## src/core/cdr_pkg.sv

```systemverilog
package cdr_pkg;

  // ------------------------------------------------------------
  // Serial word layout
  // ------------------------------------------------------------
  localparam int WORD_W = 32;
  localparam int ADDR_W = 4;
  localparam int NUM_SLOTS = 7;

  // Register addresses carried in the low nibble
  localparam logic [3:0] ADDR_GLOBAL = 4'h0;
  localparam logic [3:0] ADDR_FMT_LOW = 4'h1;
  localparam logic [3:0] ADDR_FMT_HIGH = 4'h2;
  localparam logic [3:0] ADDR_DLY_SYNC = 4'h3;
  localparam logic [3:0] ADDR_DDLY = 4'h4;
  localparam logic [3:0] ADDR_DIVIDER = 4'h5;
  localparam logic [3:0] ADDR_PROTECT = 4'hF;

  // Storage slot of the global, digital delay, divider and protect registers
  localparam logic [2:0] SLOT_GLOBAL = 3'h0;
  localparam logic [2:0] SLOT_DDLY = 3'h4;
  localparam logic [2:0] SLOT_DIVIDER = 3'h5;
  localparam logic [2:0] SLOT_PROTECT = 3'h6;

  // ------------------------------------------------------------
  // Field positions
  // ------------------------------------------------------------
  localparam int SOFT_RESET_BIT = 4;
  localparam int POWER_DOWN_BIT = 5;
  localparam int GROUP_SLEEP_LSB = 6;
  localparam int IN_BUF_LSB = 10;
  localparam int IN0_DIV_LSB = 14;
  localparam int IN0_MUX_LSB = 17;
  localparam int IN1_DIV_LSB = 19;
  localparam int IN1_MUX_LSB = 22;
  localparam int FMT3_LSB = 4;
  localparam int FMT3_W = 3;
  localparam int FMT4_LOW_LSB = 16;
  localparam int FMT4_HIGH_LSB = 4;
  localparam int FMT4_W = 4;
  localparam int ADLY_LSB = 4;
  localparam int HALF_SHIFT_BIT = 10;
  localparam int QUAL_LSB = 11;
  localparam int POL0_BIT = 14;
  localparam int POL1_BIT = 15;
  localparam int EXCLUDE_LSB = 16;
  localparam int OFFSET_LSB = 20;
  localparam int FAST_LSB = 23;
  localparam int AUTO0_BIT = 25;
  localparam int AUTO1_BIT = 26;
  localparam int DDLY_LSB = 4;
  localparam int DIV_A_LOW_LSB = 4;
  localparam int DIV_A_HIGH_LSB = 7;
  localparam int DIV_B_MAIN_LSB = 10;
  localparam int SEL12_BIT = 13;
  localparam int SEL13_BIT = 14;
  localparam int DIV_B_DLY_LSB = 17;
  localparam int LOCK_BIT = 4;

  // ------------------------------------------------------------
  // Writable masks and silicon defaults, per slot
  // ------------------------------------------------------------
  localparam logic [NUM_SLOTS-1:0][31:0] REG_MASK = {
    32'h0000_0010, 32'h0FFE_7FF0, 32'h0000_3FF0, 32'h07FF_DFF0,
    32'h0FFF_FFF0, 32'hFFFF_FFF0, 32'h00FF_CFF0};
  localparam logic [NUM_SLOTS-1:0][31:0] REG_DEFAULT = {
    32'h0000_0000, 32'h0002_0490, 32'h0000_0050, 32'h0630_C000,
    32'h0111_1110, 32'h1111_2490, 32'h0010_8000};

  // ------------------------------------------------------------
  // Carriers
  // ------------------------------------------------------------
  typedef struct packed {
    logic [27:0] data;
    logic [3:0] addr;
  } cdr_word_type;

  typedef struct packed {
    logic power_down;
    logic [3:0] group_sleep_bit;
    logic [1:0] in_buf_type;
    logic [2:0] in0_div;
    logic [1:0] in0_mux;
    logic [2:0] in1_div;
    logic [1:0] in1_mux;
    logic [5:0] analog_delay_value;
    logic half_shift_bit;
    logic [1:0] sync_qualify_field;
    logic sync_in0_polarity;
    logic sync_in1_polarity;
    logic exclude_group_a_low;
    logic exclude_group_a_high;
    logic exclude_group_b_main;
    logic exclude_group_b_delayed;
    logic offset_off_group_a_low;
    logic offset_off_group_a_high;
    logic offset_off_group_b_main;
    logic sync_in0_fast_enable;
    logic sync_in1_fast_enable;
    logic sync_in0_auto_trigger;
    logic sync_in1_auto_trigger;
    logic [9:0] digital_delay_count;
    logic [2:0] divider_group_a_low;
    logic [2:0] divider_group_a_high;
    logic [2:0] divider_group_b_main;
    logic delay_select_out12;
    logic delay_select_out13;
    logic [10:0] divider_group_b_delayed;
    logic register_write_lock;
  } cdr_config_type;

endpackage

```

## src/core/cdr_serial_rx.sv

```systemverilog
`timescale 1ns/10ps
module cdr_serial_rx (
  input wire logic clk,
  input wire logic rst_n,
  input wire logic ser_clk,
  input wire logic ser_data,
  input wire logic ser_le,
  output cdr_pkg::cdr_word_type word,
  output logic word_valid
);

  // ------------------------------------------------------------
  // Pin synchronisers
  // ------------------------------------------------------------
  // Clock and data see equal latency, so setup at the pins is kept
  logic [1:0] clk_s_r;
  logic [1:0] data_s_r;
  logic [1:0] le_s_r;
  logic clk_d_r;
  logic le_d_r;
  logic [31:0] shift_r;
  cdr_pkg::cdr_word_type word_r;
  logic valid_r;

  always_ff @(posedge clk or negedge rst_n)
  begin
    if (!rst_n)
    begin
      clk_s_r <= 2'h0;
      data_s_r <= 2'h0;
      le_s_r <= 2'h0;
      clk_d_r <= 1'b0;
      le_d_r <= 1'b0;
    end
    else
    begin
      clk_s_r <= {clk_s_r[0], ser_clk};
      data_s_r <= {data_s_r[0], ser_data};
      le_s_r <= {le_s_r[0], ser_le};
      clk_d_r <= clk_s_r[1];
      le_d_r <= le_s_r[1];
    end
  end

  // ------------------------------------------------------------
  // Shift register, MSB first
  // ------------------------------------------------------------
  always_ff @(posedge clk or negedge rst_n)
  begin
    if (!rst_n)
      shift_r <= 32'h0000_0000;
    else if (clk_s_r[1] && !clk_d_r)
      shift_r <= {shift_r[30:0], data_s_r[1]};
  end

  // Word applied on the strobe's rising edge
  always_ff @(posedge clk or negedge rst_n)
  begin
    if (!rst_n)
    begin
      word_r <= '0;
      valid_r <= 1'b0;
    end
    else
    begin
      valid_r <= le_s_r[1] && !le_d_r;
      if (le_s_r[1] && !le_d_r)
        word_r <= shift_r;
    end
  end

  assign word = word_r;
  assign word_valid = valid_r;

endmodule // cdr_serial_rx

```

## src/core/cdr_regbank.sv

```systemverilog
`timescale 1ns/10ps
module cdr_regbank (
  input wire logic CLK,
  input wire logic RST_N,
  input wire logic SERIAL_CLOCK,
  input wire logic SERIAL_DATA,
  input wire logic LATCH_ENABLE_STROBE,
  output cdr_pkg::cdr_config_type CFG,
  output logic [13:0][3:0] OUTPUT_FORMAT_FIELD,
  output logic [3:0] GROUP_ACTIVE,
  output logic DEVICE_POWER_DOWN,
  output logic ANALOG_DELAY_ACTIVE,
  output logic SYNC_START_IN0,
  output logic SYNC_START_IN1,
  output logic [3:0] SYNC_GROUPS,
  output logic SOFT_RESET_FLAG,
  output logic WRITE_LOCKED,
  output logic WRITE_REJECTED
);

  // ------------------------------------------------------------
  // Serial receiver
  // ------------------------------------------------------------
  cdr_pkg::cdr_word_type rx_word;
  logic rx_valid;
  logic [31:0] rx_full;

  cdr_serial_rx u_rx (
    .clk(CLK),
    .rst_n(RST_N),
    .ser_clk(SERIAL_CLOCK),
    .ser_data(SERIAL_DATA),
    .ser_le(LATCH_ENABLE_STROBE),
    .word(rx_word),
    .word_valid(rx_valid)
  );

  assign rx_full = rx_word;

  // ------------------------------------------------------------
  // Address decode
  // ------------------------------------------------------------
  logic [2:0] slot;
  logic slot_hit;
  logic lock_blocks;
  logic accept;
  logic soft_reset_hit;
  logic [31:0] reg_r [cdr_pkg::NUM_SLOTS];

  always_comb
  begin
    slot = 3'h0;
    slot_hit = 1'b1;
    case (rx_word.addr)
      cdr_pkg::ADDR_GLOBAL: slot = 3'h0;
      cdr_pkg::ADDR_FMT_LOW: slot = 3'h1;
      cdr_pkg::ADDR_FMT_HIGH: slot = 3'h2;
      cdr_pkg::ADDR_DLY_SYNC: slot = 3'h3;
      cdr_pkg::ADDR_DDLY: slot = cdr_pkg::SLOT_DDLY;
      cdr_pkg::ADDR_DIVIDER: slot = cdr_pkg::SLOT_DIVIDER;
      cdr_pkg::ADDR_PROTECT: slot = cdr_pkg::SLOT_PROTECT;
      default: slot_hit = 1'b0;
    endcase
  end

  // Lock register itself stays writable, else the lock could never be lifted
  assign lock_blocks = reg_r[cdr_pkg::SLOT_PROTECT][cdr_pkg::LOCK_BIT]
    && (slot != cdr_pkg::SLOT_PROTECT);
  assign accept = rx_valid && slot_hit && !lock_blocks;
  assign soft_reset_hit = accept && (slot == cdr_pkg::SLOT_GLOBAL)
    && rx_full[cdr_pkg::SOFT_RESET_BIT];

  // ------------------------------------------------------------
  // Global register
  // ------------------------------------------------------------
  // Soft-reset bit stays set until the next accepted write to another register
  // clears it; a global write loads its own value and resets again only if it sets the bit.
  always_ff @(posedge CLK or negedge RST_N)
  begin
    if (!RST_N)
      reg_r[0] <= cdr_pkg::REG_DEFAULT[0];
    else if (soft_reset_hit)
    begin
      reg_r[0] <= cdr_pkg::REG_DEFAULT[0];
      reg_r[0][cdr_pkg::SOFT_RESET_BIT] <= 1'b1;
    end
    else if (accept && (slot == cdr_pkg::SLOT_GLOBAL))
      reg_r[0] <= rx_full & cdr_pkg::REG_MASK[0];
    else if (accept)
      reg_r[0][cdr_pkg::SOFT_RESET_BIT] <= 1'b0;
  end

  // ------------------------------------------------------------
  // Remaining registers
  // ------------------------------------------------------------
  // Power-down never touches these, so settings survive it
  genvar gi;
  generate
    for (gi = 1; gi < cdr_pkg::NUM_SLOTS; gi++)
    begin : g_slot
      always_ff @(posedge CLK or negedge RST_N)
      begin
        if (!RST_N)
          reg_r[gi] <= cdr_pkg::REG_DEFAULT[gi];
        else if (soft_reset_hit)
          reg_r[gi] <= cdr_pkg::REG_DEFAULT[gi];
        else if (accept && (slot == 3'(gi)))
          reg_r[gi] <= rx_full & cdr_pkg::REG_MASK[gi];
      end
    end
  endgenerate

  // ------------------------------------------------------------
  // Field unpacking
  // ------------------------------------------------------------
  cdr_pkg::cdr_config_type cfg;
  logic [31:0] g_w;
  logic [31:0] d_w;
  logic [31:0] v_w;
  logic [31:0] p_w;

  assign g_w = reg_r[0];
  assign d_w = reg_r[3];
  assign v_w = reg_r[cdr_pkg::SLOT_DIVIDER];
  assign p_w = reg_r[cdr_pkg::SLOT_PROTECT];

  always_comb
  begin
    cfg = '0;
    cfg.power_down = g_w[cdr_pkg::POWER_DOWN_BIT];
    cfg.group_sleep_bit = g_w[cdr_pkg::GROUP_SLEEP_LSB +: 4];
    cfg.in_buf_type = g_w[cdr_pkg::IN_BUF_LSB +: 2];
    cfg.in0_div = g_w[cdr_pkg::IN0_DIV_LSB +: 3];
    cfg.in0_mux = g_w[cdr_pkg::IN0_MUX_LSB +: 2];
    cfg.in1_div = g_w[cdr_pkg::IN1_DIV_LSB +: 3];
    cfg.in1_mux = g_w[cdr_pkg::IN1_MUX_LSB +: 2];
    cfg.analog_delay_value = d_w[cdr_pkg::ADLY_LSB +: 6];
    cfg.half_shift_bit = d_w[cdr_pkg::HALF_SHIFT_BIT];
    cfg.sync_qualify_field = d_w[cdr_pkg::QUAL_LSB +: 2];
    cfg.sync_in0_polarity = d_w[cdr_pkg::POL0_BIT];
    cfg.sync_in1_polarity = d_w[cdr_pkg::POL1_BIT];
    cfg.exclude_group_a_low = d_w[cdr_pkg::EXCLUDE_LSB];
    cfg.exclude_group_a_high = d_w[cdr_pkg::EXCLUDE_LSB + 1];
    cfg.exclude_group_b_main = d_w[cdr_pkg::EXCLUDE_LSB + 2];
    cfg.exclude_group_b_delayed = d_w[cdr_pkg::EXCLUDE_LSB + 3];
    cfg.offset_off_group_a_low = d_w[cdr_pkg::OFFSET_LSB];
    cfg.offset_off_group_a_high = d_w[cdr_pkg::OFFSET_LSB + 1];
    cfg.offset_off_group_b_main = d_w[cdr_pkg::OFFSET_LSB + 2];
    cfg.sync_in0_fast_enable = d_w[cdr_pkg::FAST_LSB];
    cfg.sync_in1_fast_enable = d_w[cdr_pkg::FAST_LSB + 1];
    cfg.sync_in0_auto_trigger = d_w[cdr_pkg::AUTO0_BIT];
    cfg.sync_in1_auto_trigger = d_w[cdr_pkg::AUTO1_BIT];
    cfg.digital_delay_count = reg_r[cdr_pkg::SLOT_DDLY][cdr_pkg::DDLY_LSB +: 10];
    cfg.divider_group_a_low = v_w[cdr_pkg::DIV_A_LOW_LSB +: 3];
    cfg.divider_group_a_high = v_w[cdr_pkg::DIV_A_HIGH_LSB +: 3];
    cfg.divider_group_b_main = v_w[cdr_pkg::DIV_B_MAIN_LSB +: 3];
    cfg.delay_select_out12 = v_w[cdr_pkg::SEL12_BIT];
    cfg.delay_select_out13 = v_w[cdr_pkg::SEL13_BIT];
    cfg.divider_group_b_delayed = v_w[cdr_pkg::DIV_B_DLY_LSB +: 11];
    cfg.register_write_lock = p_w[cdr_pkg::LOCK_BIT];
  end

  assign CFG = cfg;

  // ------------------------------------------------------------
  // Output format fields
  // ------------------------------------------------------------
  // First four fields are only three bits wide; top bit reads zero
  genvar fi;
  generate
    for (fi = 0; fi < 14; fi++)
    begin : g_fmt
      if (fi < 4)
      begin : g_narrow
        assign OUTPUT_FORMAT_FIELD[fi] =
          {1'b0, reg_r[1][cdr_pkg::FMT3_LSB + cdr_pkg::FMT3_W * fi +: 3]};
      end
      else if (fi < 8)
      begin : g_wide_low
        assign OUTPUT_FORMAT_FIELD[fi] =
          reg_r[1][cdr_pkg::FMT4_LOW_LSB + cdr_pkg::FMT4_W * (fi - 4) +: 4];
      end
      else
      begin : g_wide_high
        assign OUTPUT_FORMAT_FIELD[fi] =
          reg_r[2][cdr_pkg::FMT4_HIGH_LSB + cdr_pkg::FMT4_W * (fi - 8) +: 4];
      end
    end
  endgenerate

  // ------------------------------------------------------------
  // Power control
  // ------------------------------------------------------------
  assign DEVICE_POWER_DOWN = cfg.power_down;
  assign GROUP_ACTIVE = ~cfg.group_sleep_bit & {4{~cfg.power_down}};
  // Delay block is unpowered unless one of its two outputs uses it
  assign ANALOG_DELAY_ACTIVE = (cfg.delay_select_out12 || cfg.delay_select_out13)
    && GROUP_ACTIVE[3];

  // ------------------------------------------------------------
  // Automatic sync triggers
  // ------------------------------------------------------------
  logic sync0_r;
  logic sync1_r;
  logic [3:0] sync_groups_r;
  logic [3:0] exclude;

  assign exclude = {cfg.exclude_group_b_delayed, cfg.exclude_group_b_main,
    cfg.exclude_group_a_high, cfg.exclude_group_a_low};

  // Auto bits sampled before the write; delay/divider writes never alter them
  always_ff @(posedge CLK or negedge RST_N)
  begin
    if (!RST_N)
    begin
      sync0_r <= 1'b0;
      sync1_r <= 1'b0;
    end
    else
    begin
      sync0_r <= accept && !soft_reset_hit && (slot == cdr_pkg::SLOT_DIVIDER)
        && cfg.sync_in0_auto_trigger;
      sync1_r <= accept && !soft_reset_hit
        && ((slot == cdr_pkg::SLOT_DDLY) || (slot == cdr_pkg::SLOT_DIVIDER))
        && cfg.sync_in1_auto_trigger;
    end
  end

  // Groups taking part in the sync just started
  always_ff @(posedge CLK or negedge RST_N)
  begin
    if (!RST_N)
      sync_groups_r <= 4'h0;
    else if (accept && ((slot == cdr_pkg::SLOT_DDLY) || (slot == cdr_pkg::SLOT_DIVIDER)))
      sync_groups_r <= ~exclude & GROUP_ACTIVE;
  end

  assign SYNC_START_IN0 = sync0_r;
  assign SYNC_START_IN1 = sync1_r;
  assign SYNC_GROUPS = sync_groups_r;

  // ------------------------------------------------------------
  // Status
  // ------------------------------------------------------------
  logic reject_r;

  always_ff @(posedge CLK or negedge RST_N)
  begin
    if (!RST_N)
      reject_r <= 1'b0;
    else
      reject_r <= rx_valid && slot_hit && lock_blocks;
  end

  assign SOFT_RESET_FLAG = g_w[cdr_pkg::SOFT_RESET_BIT];
  assign WRITE_LOCKED = cfg.register_write_lock;
  assign WRITE_REJECTED = reject_r;

endmodule // cdr_regbank

```

## config.mk

```make
export PLATFORM = sky130hd
export DESIGN_NAME = cdr_regbank
export DESIGN_NICKNAME = d
export VERILOG_FILES = /design/src/core/cdr_pkg.sv /design/src/core/cdr_serial_rx.sv /design/src/core/cdr_regbank.sv
export SDC_FILE = /design/constraint.sdc
export NUM_CORES = 1
export LEC_CHECK = 0
export BUFFER_PORTS_ARGS = -buffer_cell sky130_fd_sc_hd__buf_2
export CELL_PAD_IN_SITES_DETAIL_PLACEMENT = 1
export CELL_PAD_IN_SITES_GLOBAL_PLACEMENT = 1
export CORE_MARGIN = 3
export CORE_UTILIZATION = 40
export CTS_CLUSTER_DIAMETER = 200
export CTS_CLUSTER_SIZE = 14
export DETAILED_ROUTE_END_ITERATION = 6
export PLACE_DENSITY_LB_ADDON = 0.1
export SYNTH_ARGS = -nofsm -noshare
export SYNTH_HDL_FRONTEND = slang
export SYNTH_SLANG_ARGS = --single-unit
```

## constraint.sdc

```tcl
create_clock -name CLK -period 3.25 [get_ports CLK]
set_clock_uncertainty 0.15 [all_clocks]
set_input_delay 0.65 -clock CLK [delete_from_list [all_inputs] [get_ports CLK]]
set_output_delay 0.65 -clock CLK [all_outputs]
set_load 0.02 [all_outputs]
```

==> summary.txt, run 1 <==
Run status
  • Status: finished clean

Clock tree
  • # H-tree levels: 1
  • Skew-Pair Late Insertion Delay: 490 ps
  • Inserted Clock Buffers: 18
  • TritonCTS clock tree: done
  • Clock root buffer: clkbuf_16
  • Clk buf depth: 3
  • Cts hold-fix bufs: 0
  • CTS resizes: 0
  • Post-CTS setup buffers: 0
  • Clock slew at reported path FFs: 70 ps
  • Clk sink count: 205

Logic synthesis
  • Adder-Cell Fraction of Synth Area: 0
  • Post-synthesis simple-gate area fraction: 0.0948
  • Largest family of logic cells by synthesized area: compound AO/OA/AOI/OAI gates
  • Yosys top cell by area: dfrtp_1
  • Post-synthesis cell area: 8380 um2
  • Yosys warns: 0
  • Synth top area cells: dfrtp_1 (53%), dfstp_2 (8.8%), mux2_2 (8.6%), o21ai_0 (5.4%), nand3_1 (5.2%)
  • Fraction of registers with async set/reset: 1.00
  • Share of the synthesized area in the top cell type: 0.529
  • #FFs+latches synth: 205
  • EDFF count, synth: 0
  • Post-synthesis sequential area ratio: 0.616
  • Post-synth cell types: 43
  • Post-synthesis xor/xnor area fraction: 0.00105
  • Mapped Cells: 736
  • Avg Inst Size Synth: 11.4 um2
  • Post-synthesis mux area share: 0.114
  • Compound-gate portion of the synthesized area: 0.125
  • Ys flop type: dfrtp_1

Die
  • Die area: 22700 um2
  • Core area: 20400 um2
  • Die Span Y: 151 um
  • Initial Utilization: 0.410
  • Die Wd: 151 um
  • Row count: 52
  • Io pins: 148

Setup path
  • Worst R2R Setup Slack: 770 ps
  • Setup crit end kind: flip-flop
  • Worst Reg-to-Reg Cells: 4
  • CP max FO: 33
  • Crit path kind: reg2reg
  • Max incr delay on CP: 790 ps
  • CP startpoint kind: flip-flop
  • Reg2reg end: d_w[9]
  • Cell Chain, Critical Path: or3b_2 > nor2_4 > buf_12 > a21oi_1
  • Req. time, crit path: 3460 ps
  • R2r startpoint: u_rx.word[0]
  • Crit path DAT: 2680 ps
  • CP max-delay cell: or3b_2

Route
  • Vias after detailed routing: 6181
  • Antenna-violating nets left: 0
  • Iter 0 DRT Violations: 330
  • Vias/cell: 5.47
  • Drt total wl: 24700 um
  • Drt pass-1 iters: 4
  • Residual DRC: 0
  • Drt wl/cell: 21.9 um

GRT
  • Vias in the first global route: 6465
  • Initial antenna violation count: 0
  • Routing usage on met2: 0.360
  • Most Crowded Layer GR: met2
  • Grt ovf: 0
  • Largest net degree at the start of global routing: 99
  • GRT met1 Usage: 0.308
  • Total track usage: 0.219
  • Met3 usage: 0.0349
  • First-pass GRT wire length: 38400 um

Placement
  • Hpwl dp: 16000 um
  • Placed cell areas: 9290 um2
  • RD Place Congestion: 0.790
  • # port buffers: 143

Cells and area
  • Share of cells above drive strength 1: 0.325
  • Final #Nets: 853
  • Antenna cell count: 0
  • Commonest non-fill, non-tap cells in the layout: dfrtp_1 (177), buf_2 (142), o21ai_0 (91)
  • Filler cells: 2245
  • Final Cell Area: 9820 um2
  • Syn-to-layout area delta: 17.1%
  • Commonest non-fill, non-tap cell in the layout: dfrtp_1

STA
  • Setup TNS: 0 ps
  • Final hold violations: 0
  • # setup viols final: 0
  • Worst-margin pin slew: 990 ps
  • Tmin final: 2480 ps
  • Fmax: 0.404 GHz
  • Max-slew violation count: 0
  • Slew headroom: 0.340
  • Minimum hold slack: 21.5 ps
  • RSZ-0062 raised after global routing: no
  • Tcrit/Tclk final: 0.762

Pwr
  • Logic pwr share: 0.281
  • PD cells: 815 nW/um2
  • Leakage: 4.83 nW
  • P_int: 5.03 mW
  • Clock network fraction of design power: 0.252
  • Total chip power: 8.00 mW
  • Max VDD drop: 426 uV
  • Sw power: 2.97 mW
  • Seq pwr share: 0.467
  • Switching share of power: 0.371

Run
  • Max Cap Viol: 0

Worst hold path
  • Hold Crit Class: in2async
synthesized netlist by cell type, drive strengths merged (8+ instances only):
master  count
a21oi      56
a22o        8
buf        29
clkbuf     40
dfrtp     177
dfstp      28
inv        22
mux2       69
mux2i      18
nand2      23
nand3      87
nor2       21
nor2b       9
o21ai     114
cell families after synthesis:
kind of cell / count (synthesis)
xor+xnor: 1
simple gates: 157
compound gates: 194
buf+inv: 91
flops: 205
mux: 87
other cells: 1
power groups by stage:
stage / sequential (mW) / combinational, mW / clock (mW)
floorplan: 3.96 / 1.09 / 0
global placement: 3.76 / 2.21 / 0
detailed placement: 3.78 / 2.27 / 0
CTS: 3.74 / 2.28 / 2.06
global route: 3.81 / 2.44 / 2.17
finish: 3.74 / 2.25 / 2.01
flip-flops by register name (all words and copies together) (netlist names), 4 cells and up:
| signal | flops |
|---|---|
| u_rx.shift_r | 32 |
| SYNC_GROUPS | 4 |
| d_w | 22 |
| u_rx.word | 32 |
| OUTPUT_FORMAT_FIELD | 52 |
| v_w | 22 |
| g_w | 18 |
| CFG | 10 |
layout make-up:
class                      count  area, um2  area share
tap                          270        338      0.0344
clock buffer                  30        517      0.0526
multi-input combinational    443       2840       0.290
sequential                   205       5160       0.526
timing repair buffer         158        862      0.0878
clock inverter                 1       7.51    0.000765
inverter                      22       82.6     0.00841
worst max path at each step:
stage / start / end / slack [ps]
4_1_cts: u_rx.word[0] / d_w[9] / 780
2_1_floorplan: g_w[5] / ANALOG_DELAY_ACTIVE / 1160
3_5_place_dp: u_rx.word[0] / d_w[9] / 780
5_1_grt: u_rx.word[0] / d_w[17] / 640
6_report: u_rx.word[0] / d_w[9] / 770
3_3_place_gp: u_rx.word[0] / d_w[16] / 870
routing by layer:
metal | share of wire | wire length (um)
met5 | 0 | 0
met4 | 0.018 | 445
met3 | 0.049 | 1220
met2 | 0.49 | 12000
met1 | 0.45 | 11000
critical path, delay by kind of cell, from the launching register on:
kind            cells  cell delay (ps)
flops               1              520
compound gates      1               80
simple gates        2             1320
buf+inv             1              260
per-stage QoR:
stage          std cells   util  setup slack (ps)
3_3_place_gp        1098  0.455               872
6_report            1129  0.480               774
3_5_place_dp        1098  0.455               781
2_1_floorplan        739      -              1160
5_1_grt             1129  0.480               640
4_1_cts             1129  0.480               777
Power figures use the tool's default switching activity.
==> run 2, diff against run 1 <==
--- a/config.mk
+++ b/config.mk
@@ -5,6 +5,7 @@
 export SDC_FILE = /design/constraint.sdc
 export NUM_CORES = 1
 export LEC_CHECK = 0
+export ABC_AREA = 1
 export BUFFER_PORTS_ARGS = -buffer_cell sky130_fd_sc_hd__buf_2
 export CELL_PAD_IN_SITES_DETAIL_PLACEMENT = 1
 export CELL_PAD_IN_SITES_GLOBAL_PLACEMENT = 1
==> constraint.sdc (replaced) <==
create_clock -name CLK -period 2.3 [get_ports CLK]
set_clock_uncertainty 0.15 [all_clocks]
set_input_delay 0.46 -clock CLK [delete_from_list [all_inputs] [get_ports CLK]]
set_output_delay 0.46 -clock CLK [all_outputs]
set_load 0.02 [all_outputs]
==> run 2 against run 1 <==
- routed wire length decreased by 4.4%
- combinational power increased by 72%
- cell count grew 14%
- non-clock buffer count up 11
- die area down 0.32%
- largest power group unchanged
==> summary.txt, run 2 <==
Setup path
  • CP max FO: 7
  • Req. time, crit path: 1690 ps
  • Cell Chain, Critical Path: nor2_1 > o21a_1 > buf_2
  • CP max-delay cell: dfrtp_1
  • Setup crit end kind: output pin
  • CP startpoint kind: flip-flop
  • Worst setup path startpoint: g_w[5]
  • Max incr delay on CP: 450 ps
  • Crit path kind: reg2out
  • R2r startpoint: u_rx.word[2]
  • Crit path DAT: 1490 ps

Run status
  • Status: finished clean

Route
  • Drt total wl: 23600 um
  • Drt pass-1 iters: 4
  • Iter 0 DRT Violations: 377
  • Vias after detailed routing: 6476
  • Drt wl/cell: 18.3 um
  • Antenna-violating nets left: 0
  • Residual DRC: 0
  • Vias/cell: 5.01

GRT
  • Total track usage: 0.209
  • Vias in the first global route: 6453
  • Largest net degree at the start of global routing: 90
  • Initial antenna violation count: 0
  • First-pass GRT wire length: 36900 um
  • Grt ovf: 0

Logic synthesis
  • Fraction of registers with async set/reset: 1.00
  • Mapped Cells: 873
  • Avg Inst Size Synth: 9.57 um2
  • Synth top area cells: dfrtp_1 (53%), nand2_1 (12%), nand3_1 (9.5%), dfstp_2 (8.8%), o21ai_0 (3.1%)
  • EDFF count, synth: 0
  • Post-synth cell types: 29
  • Yosys top cell by area: dfrtp_1
  • #FFs+latches synth: 205
  • Yosys warns: 0
  • Share of the synthesized area in the top cell type: 0.530
  • Most numerous cell in the Yosys netlist: nand2_1
  • Post-synth top cells: nand2_1 (276), dfrtp_1 (177), nand3_1 (159)
  • Post-synthesis cell area: 8350 um2
  • Post-synthesis sequential area ratio: 0.618
  • Ys flop type: dfrtp_1

Clock tree
  • Clock slew at reported path FFs: 70 ps
  • Skew-Pair Late Insertion Delay: 490 ps
  • Clock root buffer: clkbuf_16
  • # H-tree levels: 1
  • Clk buf depth: 3
  • Inserted Clock Buffers: 18
  • Clk sink count: 205
  • TritonCTS clock tree: done

Cells and area
  • Share of cells above drive strength 1: 0.243
  • Filler cells: 2457
  • Commonest non-fill, non-tap cells in the layout: nand2_1 (276), dfrtp_1 (177), nand3_1 (159)
  • Final #Nets: 1015
  • Register cell area after layout: 5160 um2
  • Commonest non-fill, non-tap cell in the layout: nand2_1
  • Syn-to-layout area delta: 18.0%
  • Multi-input logic area: 2640 um2
  • Antenna cell count: 0
  • Largest register FFs: 52
  • Final Cell Area: 9860 um2

STA
  • # setup viols final: 0
  • Tmin final: 2100 ps
  • RSZ-0062 raised after global routing: no
  • Fmax: 0.475 GHz
  • Max-slew violation count: 0
  • Slew headroom: 0.253
  • Tcrit/Tclk final: 0.915
  • Setup TNS: 0 ps
  • Final hold violations: 0
  • Worst-margin pin slew: 1120 ps

Die
  • Die Wd: 151 um
  • Die area: 22700 um2
  • Initial Utilization: 0.410
  • Die Span Y: 151 um
  • Io pins: 148
  • Core area: 20400 um2
  • Row count: 52

Placement
  • RD Place Congestion: 0.790
  • Hpwl dp: 16000 um
  • # port buffers: 143
  • Placed cell areas: 9290 um2

Run
  • Max Cap Viol: 0

Worst hold path
  • Hold_sp: u_rx.data_s_r[0]
  • Hold Crit Class: reg2reg

Pwr
  • Leakage: 5.42 nW
  • Max VDD drop: 540 uV
  • PD cells: 1270 nW/um2
[run 2: stage by stage]
stage	instances	hold slack [ps]	utilization	setup WS, ps	power [mW]
after floorplan	876	14.4	-	511	8.08
after global placement	1256	184	0.456	281	9.70
after detailed placement	1256	186	0.456	279	9.79
after CTS	1292	200	0.484	156	12.7
after global routing	1292	210	0.484	33.1	13.3
final	1292	199	0.484	196	12.5
[run 2: cells by family (layout without fill, tap and decap cells)]
| family | after synthesis | after routing | synth area share |
|---|---|---|---|
| compound gates | 66 | 66 | 0.0410 |
| buf+inv | 104 | 250 | 0.0679 |
| flops | 205 | 205 | 0.618 |
| mux | 4 | 4 | 0.00539 |
| other cells | 1 | 4 | 0.000449 |
| simple gates | 493 | 493 | 0.267 |
[run 2: final timing paths]
check,cells after the start,slack (ps),endpoint
setup / recovery,3,200,ANALOG_DELAY_ACTIVE
hold / removal,0,200,u_rx.data_s_r[1]
setup reg to reg,8,260,d_w[4]
hold reg to reg,0,200,u_rx.data_s_r[1]
max in group asynchronous,3,1020,OUTPUT_FORMAT_FIELD[52]
min in group asynchronous,2,300,d_w[8]
[run 2: cell type report]
class / instances / share of cell area
multi-input combinational: 567 / 0.267
clock buffer: 31 / 0.0528
sequential: 205 / 0.524
inverter: 49 / 0.0188
tap: 270 / 0.0343
clock inverter: 1 / 0.000762
timing repair buffer: 169 / 0.102
[run 2: report_power, final]
| group | total, mW | internal, mW | switching [mW] | leakage [nW] |
|---|---|---|---|---|
| logic | 3.87 | 1.29 | 2.58 | 2.57 |
| registers | 5.82 | 4.87 | 0.949 | 2.61 |
| clock network | 2.85 | 1.54 | 1.31 | 0.248 |
[run 2: timing repair]
action / CTS / global route
buffers inserted: 0 / 0
gates resized for setup: 0 / 0
setup endpoints to repair: 0 / 0
hold buffers: 4 / 0
endpoints found under the hold margin: 32 / 0
[run 2: critical path: cells and delay by family, from the launching register on]
| kind | cells | cell delay [ps] |
|---|---|---|
| flip-flops | 1 | 450 |
| AND/OR/NAND/NOR | 1 | 250 |
| AO/OA/AOI/OAI | 1 | 160 |
| buffers and inverters | 1 | 150 |
[run 2: per-layer routing]
| layer | routed length, um | GRT usage | vias to the layer above |
|---|---|---|---|
| met5 | 0 | 0 | - |
| met4 | 281 | 0.0403 | 0 |
| met3 | 1040 | 0.0262 | 23 |
| met2 | 11100 | 0.341 | 135 |
| met1 | 11100 | 0.304 | 3237 |
| li1 | - | - | 3081 |
==> run 3, diff against run 2 <==
==> constraint.sdc (replaced) <==
create_clock -name CLK -period 2.5 [get_ports CLK]
set_clock_uncertainty 0.15 [all_clocks]
set_input_delay 0.5 -clock CLK [delete_from_list [all_inputs] [get_ports CLK]]
set_output_delay 0.5 -clock CLK [all_outputs]
set_load 0.02 [all_outputs]
==> run 3 against run 2 <==
- setup slack better by 160 ps
- clock power is 8.1% lower
- worst hold slack worse by 7.4 ps
- core utilization is 0.11 points lower
- combinational power is 8.0% lower
- sequential power is 8.1% lower
- clock-buffer cell count stayed put
- total power is 8.0% lower
- critical path depth stayed put
- sequential cell count stayed put
- die area stayed put
- highest routed layer unchanged
==> summary.txt, run 3 (same netlist as run 2, synthesis figures left out) <==
Cells and area
  • Antenna cell count: 0
  • Share of cells above drive strength 1: 0.240
  • Commonest non-fill, non-tap cell in the layout: nand2_1
  • Multi-input logic area: 2640 um2
  • Final #Nets: 1012
  • Fin util: 0.483
  • Commonest non-fill, non-tap cells in the layout: nand2_1 (276), dfrtp_1 (177), nand3_1 (159)
  • Largest register FFs: 52
  • Filler cells: 2404
  • Register cell area after layout: 5160 um2
  • Syn-to-layout area delta: 17.7%

Die
  • Die Wd: 151 um
  • Row count: 52
  • Die area: 22700 um2
  • Die Span Y: 151 um
  • Core area: 20400 um2
  • Initial Utilization: 0.410
  • Io pins: 148

Route
  • Drt total wl: 23900 um
  • Drt pass-1 iters: 4
  • Residual DRC: 0
  • Vias/cell: 5.08
  • Antenna-violating nets left: 0
  • Drt wl/cell: 18.6 um
  • Iter 0 DRT Violations: 319
  • Vias after detailed routing: 6554

Clock tree
  • Clk buf depth: 3
  • # H-tree levels: 1
  • CTS resizes: 0
  • TritonCTS clock tree: done
  • Inserted Clock Buffers: 18
  • Skew-Pair Late Insertion Delay: 490 ps
  • Clk sink count: 205
  • Clock slew at reported path FFs: 70 ps
  • Clock root buffer: clkbuf_16

STA
  • Final hold violations: 0
  • RSZ-0062 raised after global routing: no
  • Tcrit/Tclk final: 0.855
  • Max-slew violation count: 0
  • Setup TNS: 0 ps
  • Tmin final: 2140 ps
  • Slew headroom: 0.258
  • # setup viols final: 0
  • Fmax: 0.468 GHz
  • Minimum hold slack: 192 ps
  • Worst-margin pin slew: 1110 ps

Worst hold path
  • Hold_sp: u_rx.data_s_r[0]
  • Hold Crit Class: reg2reg

Setup path
  • Crit path DAT: 1490 ps
  • CP startpoint kind: flip-flop
  • Req. time, crit path: 1850 ps
  • R2r startpoint: u_rx.word[2]
  • CP max FO: 7
  • Setup crit end kind: output pin
  • Crit path kind: reg2out
  • Worst setup path startpoint: g_w[5]

Run status
  • Status: finished clean

GRT
  • First-pass GRT wire length: 37500 um
  • Grt ovf: 0
  • Total track usage: 0.212
  • Vias in the first global route: 6602
  • Initial antenna violation count: 0
  • Largest net degree at the start of global routing: 76

Placement
  • Hpwl dp: 16300 um
  • RD Place Congestion: 0.855
  • # port buffers: 143

Pwr
  • Max VDD drop: 489 uV
  • Leakage: 5.41 nW
  • PD cells: 1170 nW/um2

Run
  • Max Cap Viol: 0
run 3: per-layer routing:
| layer | global-route usage | share of wire | vias to the layer above |
|---|---|---|---|
| li1 | - | - | 3087 |
| met1 | 0.315 | 0.48 | 3290 |
| met2 | 0.328 | 0.45 | 142 |
| met3 | 0.0283 | 0.043 | 35 |
| met4 | 0.0549 | 0.023 | 0 |
| met5 | 0 | 0 | - |
run 3: critical path: stages (launching register included):
cell and delay [ps]:
dfrtp_1 450, nor2_1 240, o21a_1 150, buf_2 150
run 3: layout make-up:
cell class	count	area share
inverters	49	0.0188
clock buffers	31	0.0529
clock inverters	1	0.000763
flip-flops and latches	205	0.525
well taps	270	0.0344
multi-input cells	567	0.268
repair buffers	166	0.0999
run 3: path summary, 6_finish.rpt:
path	end	slack (ps)	cells after the start
worst max-delay path	ANALOG_DELAY_ACTIVE	360	3
worst min-delay path	u_rx.data_s_r[1]	190	0
worst max register to register	v_w[10]	390	9
worst min register to register	u_rx.data_s_r[1]	190	0
max in group asynchronous	OUTPUT_FORMAT_FIELD[16]	1060	3
min in group asynchronous	d_w[23]	390	2
run 3: timing repair:
action | in CTS | in global routing
endpoints found under the hold margin | 49 | 0
buffers inserted | 0 | 0
hold buffers | 4 | 0
run 3: metrics by stage:
stage	cells	total power, mW	worst slack [ps]	cell area, um2
after CTS	1289	11.7	340	9830
after global routing	1289	12.3	143	9830
after detailed placement	1253	9.02	410	9270
final	1289	11.5	361	9830
after floorplan	876	7.44	671	8360
after global placement	1253	8.94	483	9270
run 3: power by group:
group          total, mW  internal, mW  switching, mW
logic               3.56          1.18           2.39
registers           5.35          4.48          0.875
clock network       2.62          1.42           1.20
total               11.5          7.08           4.46
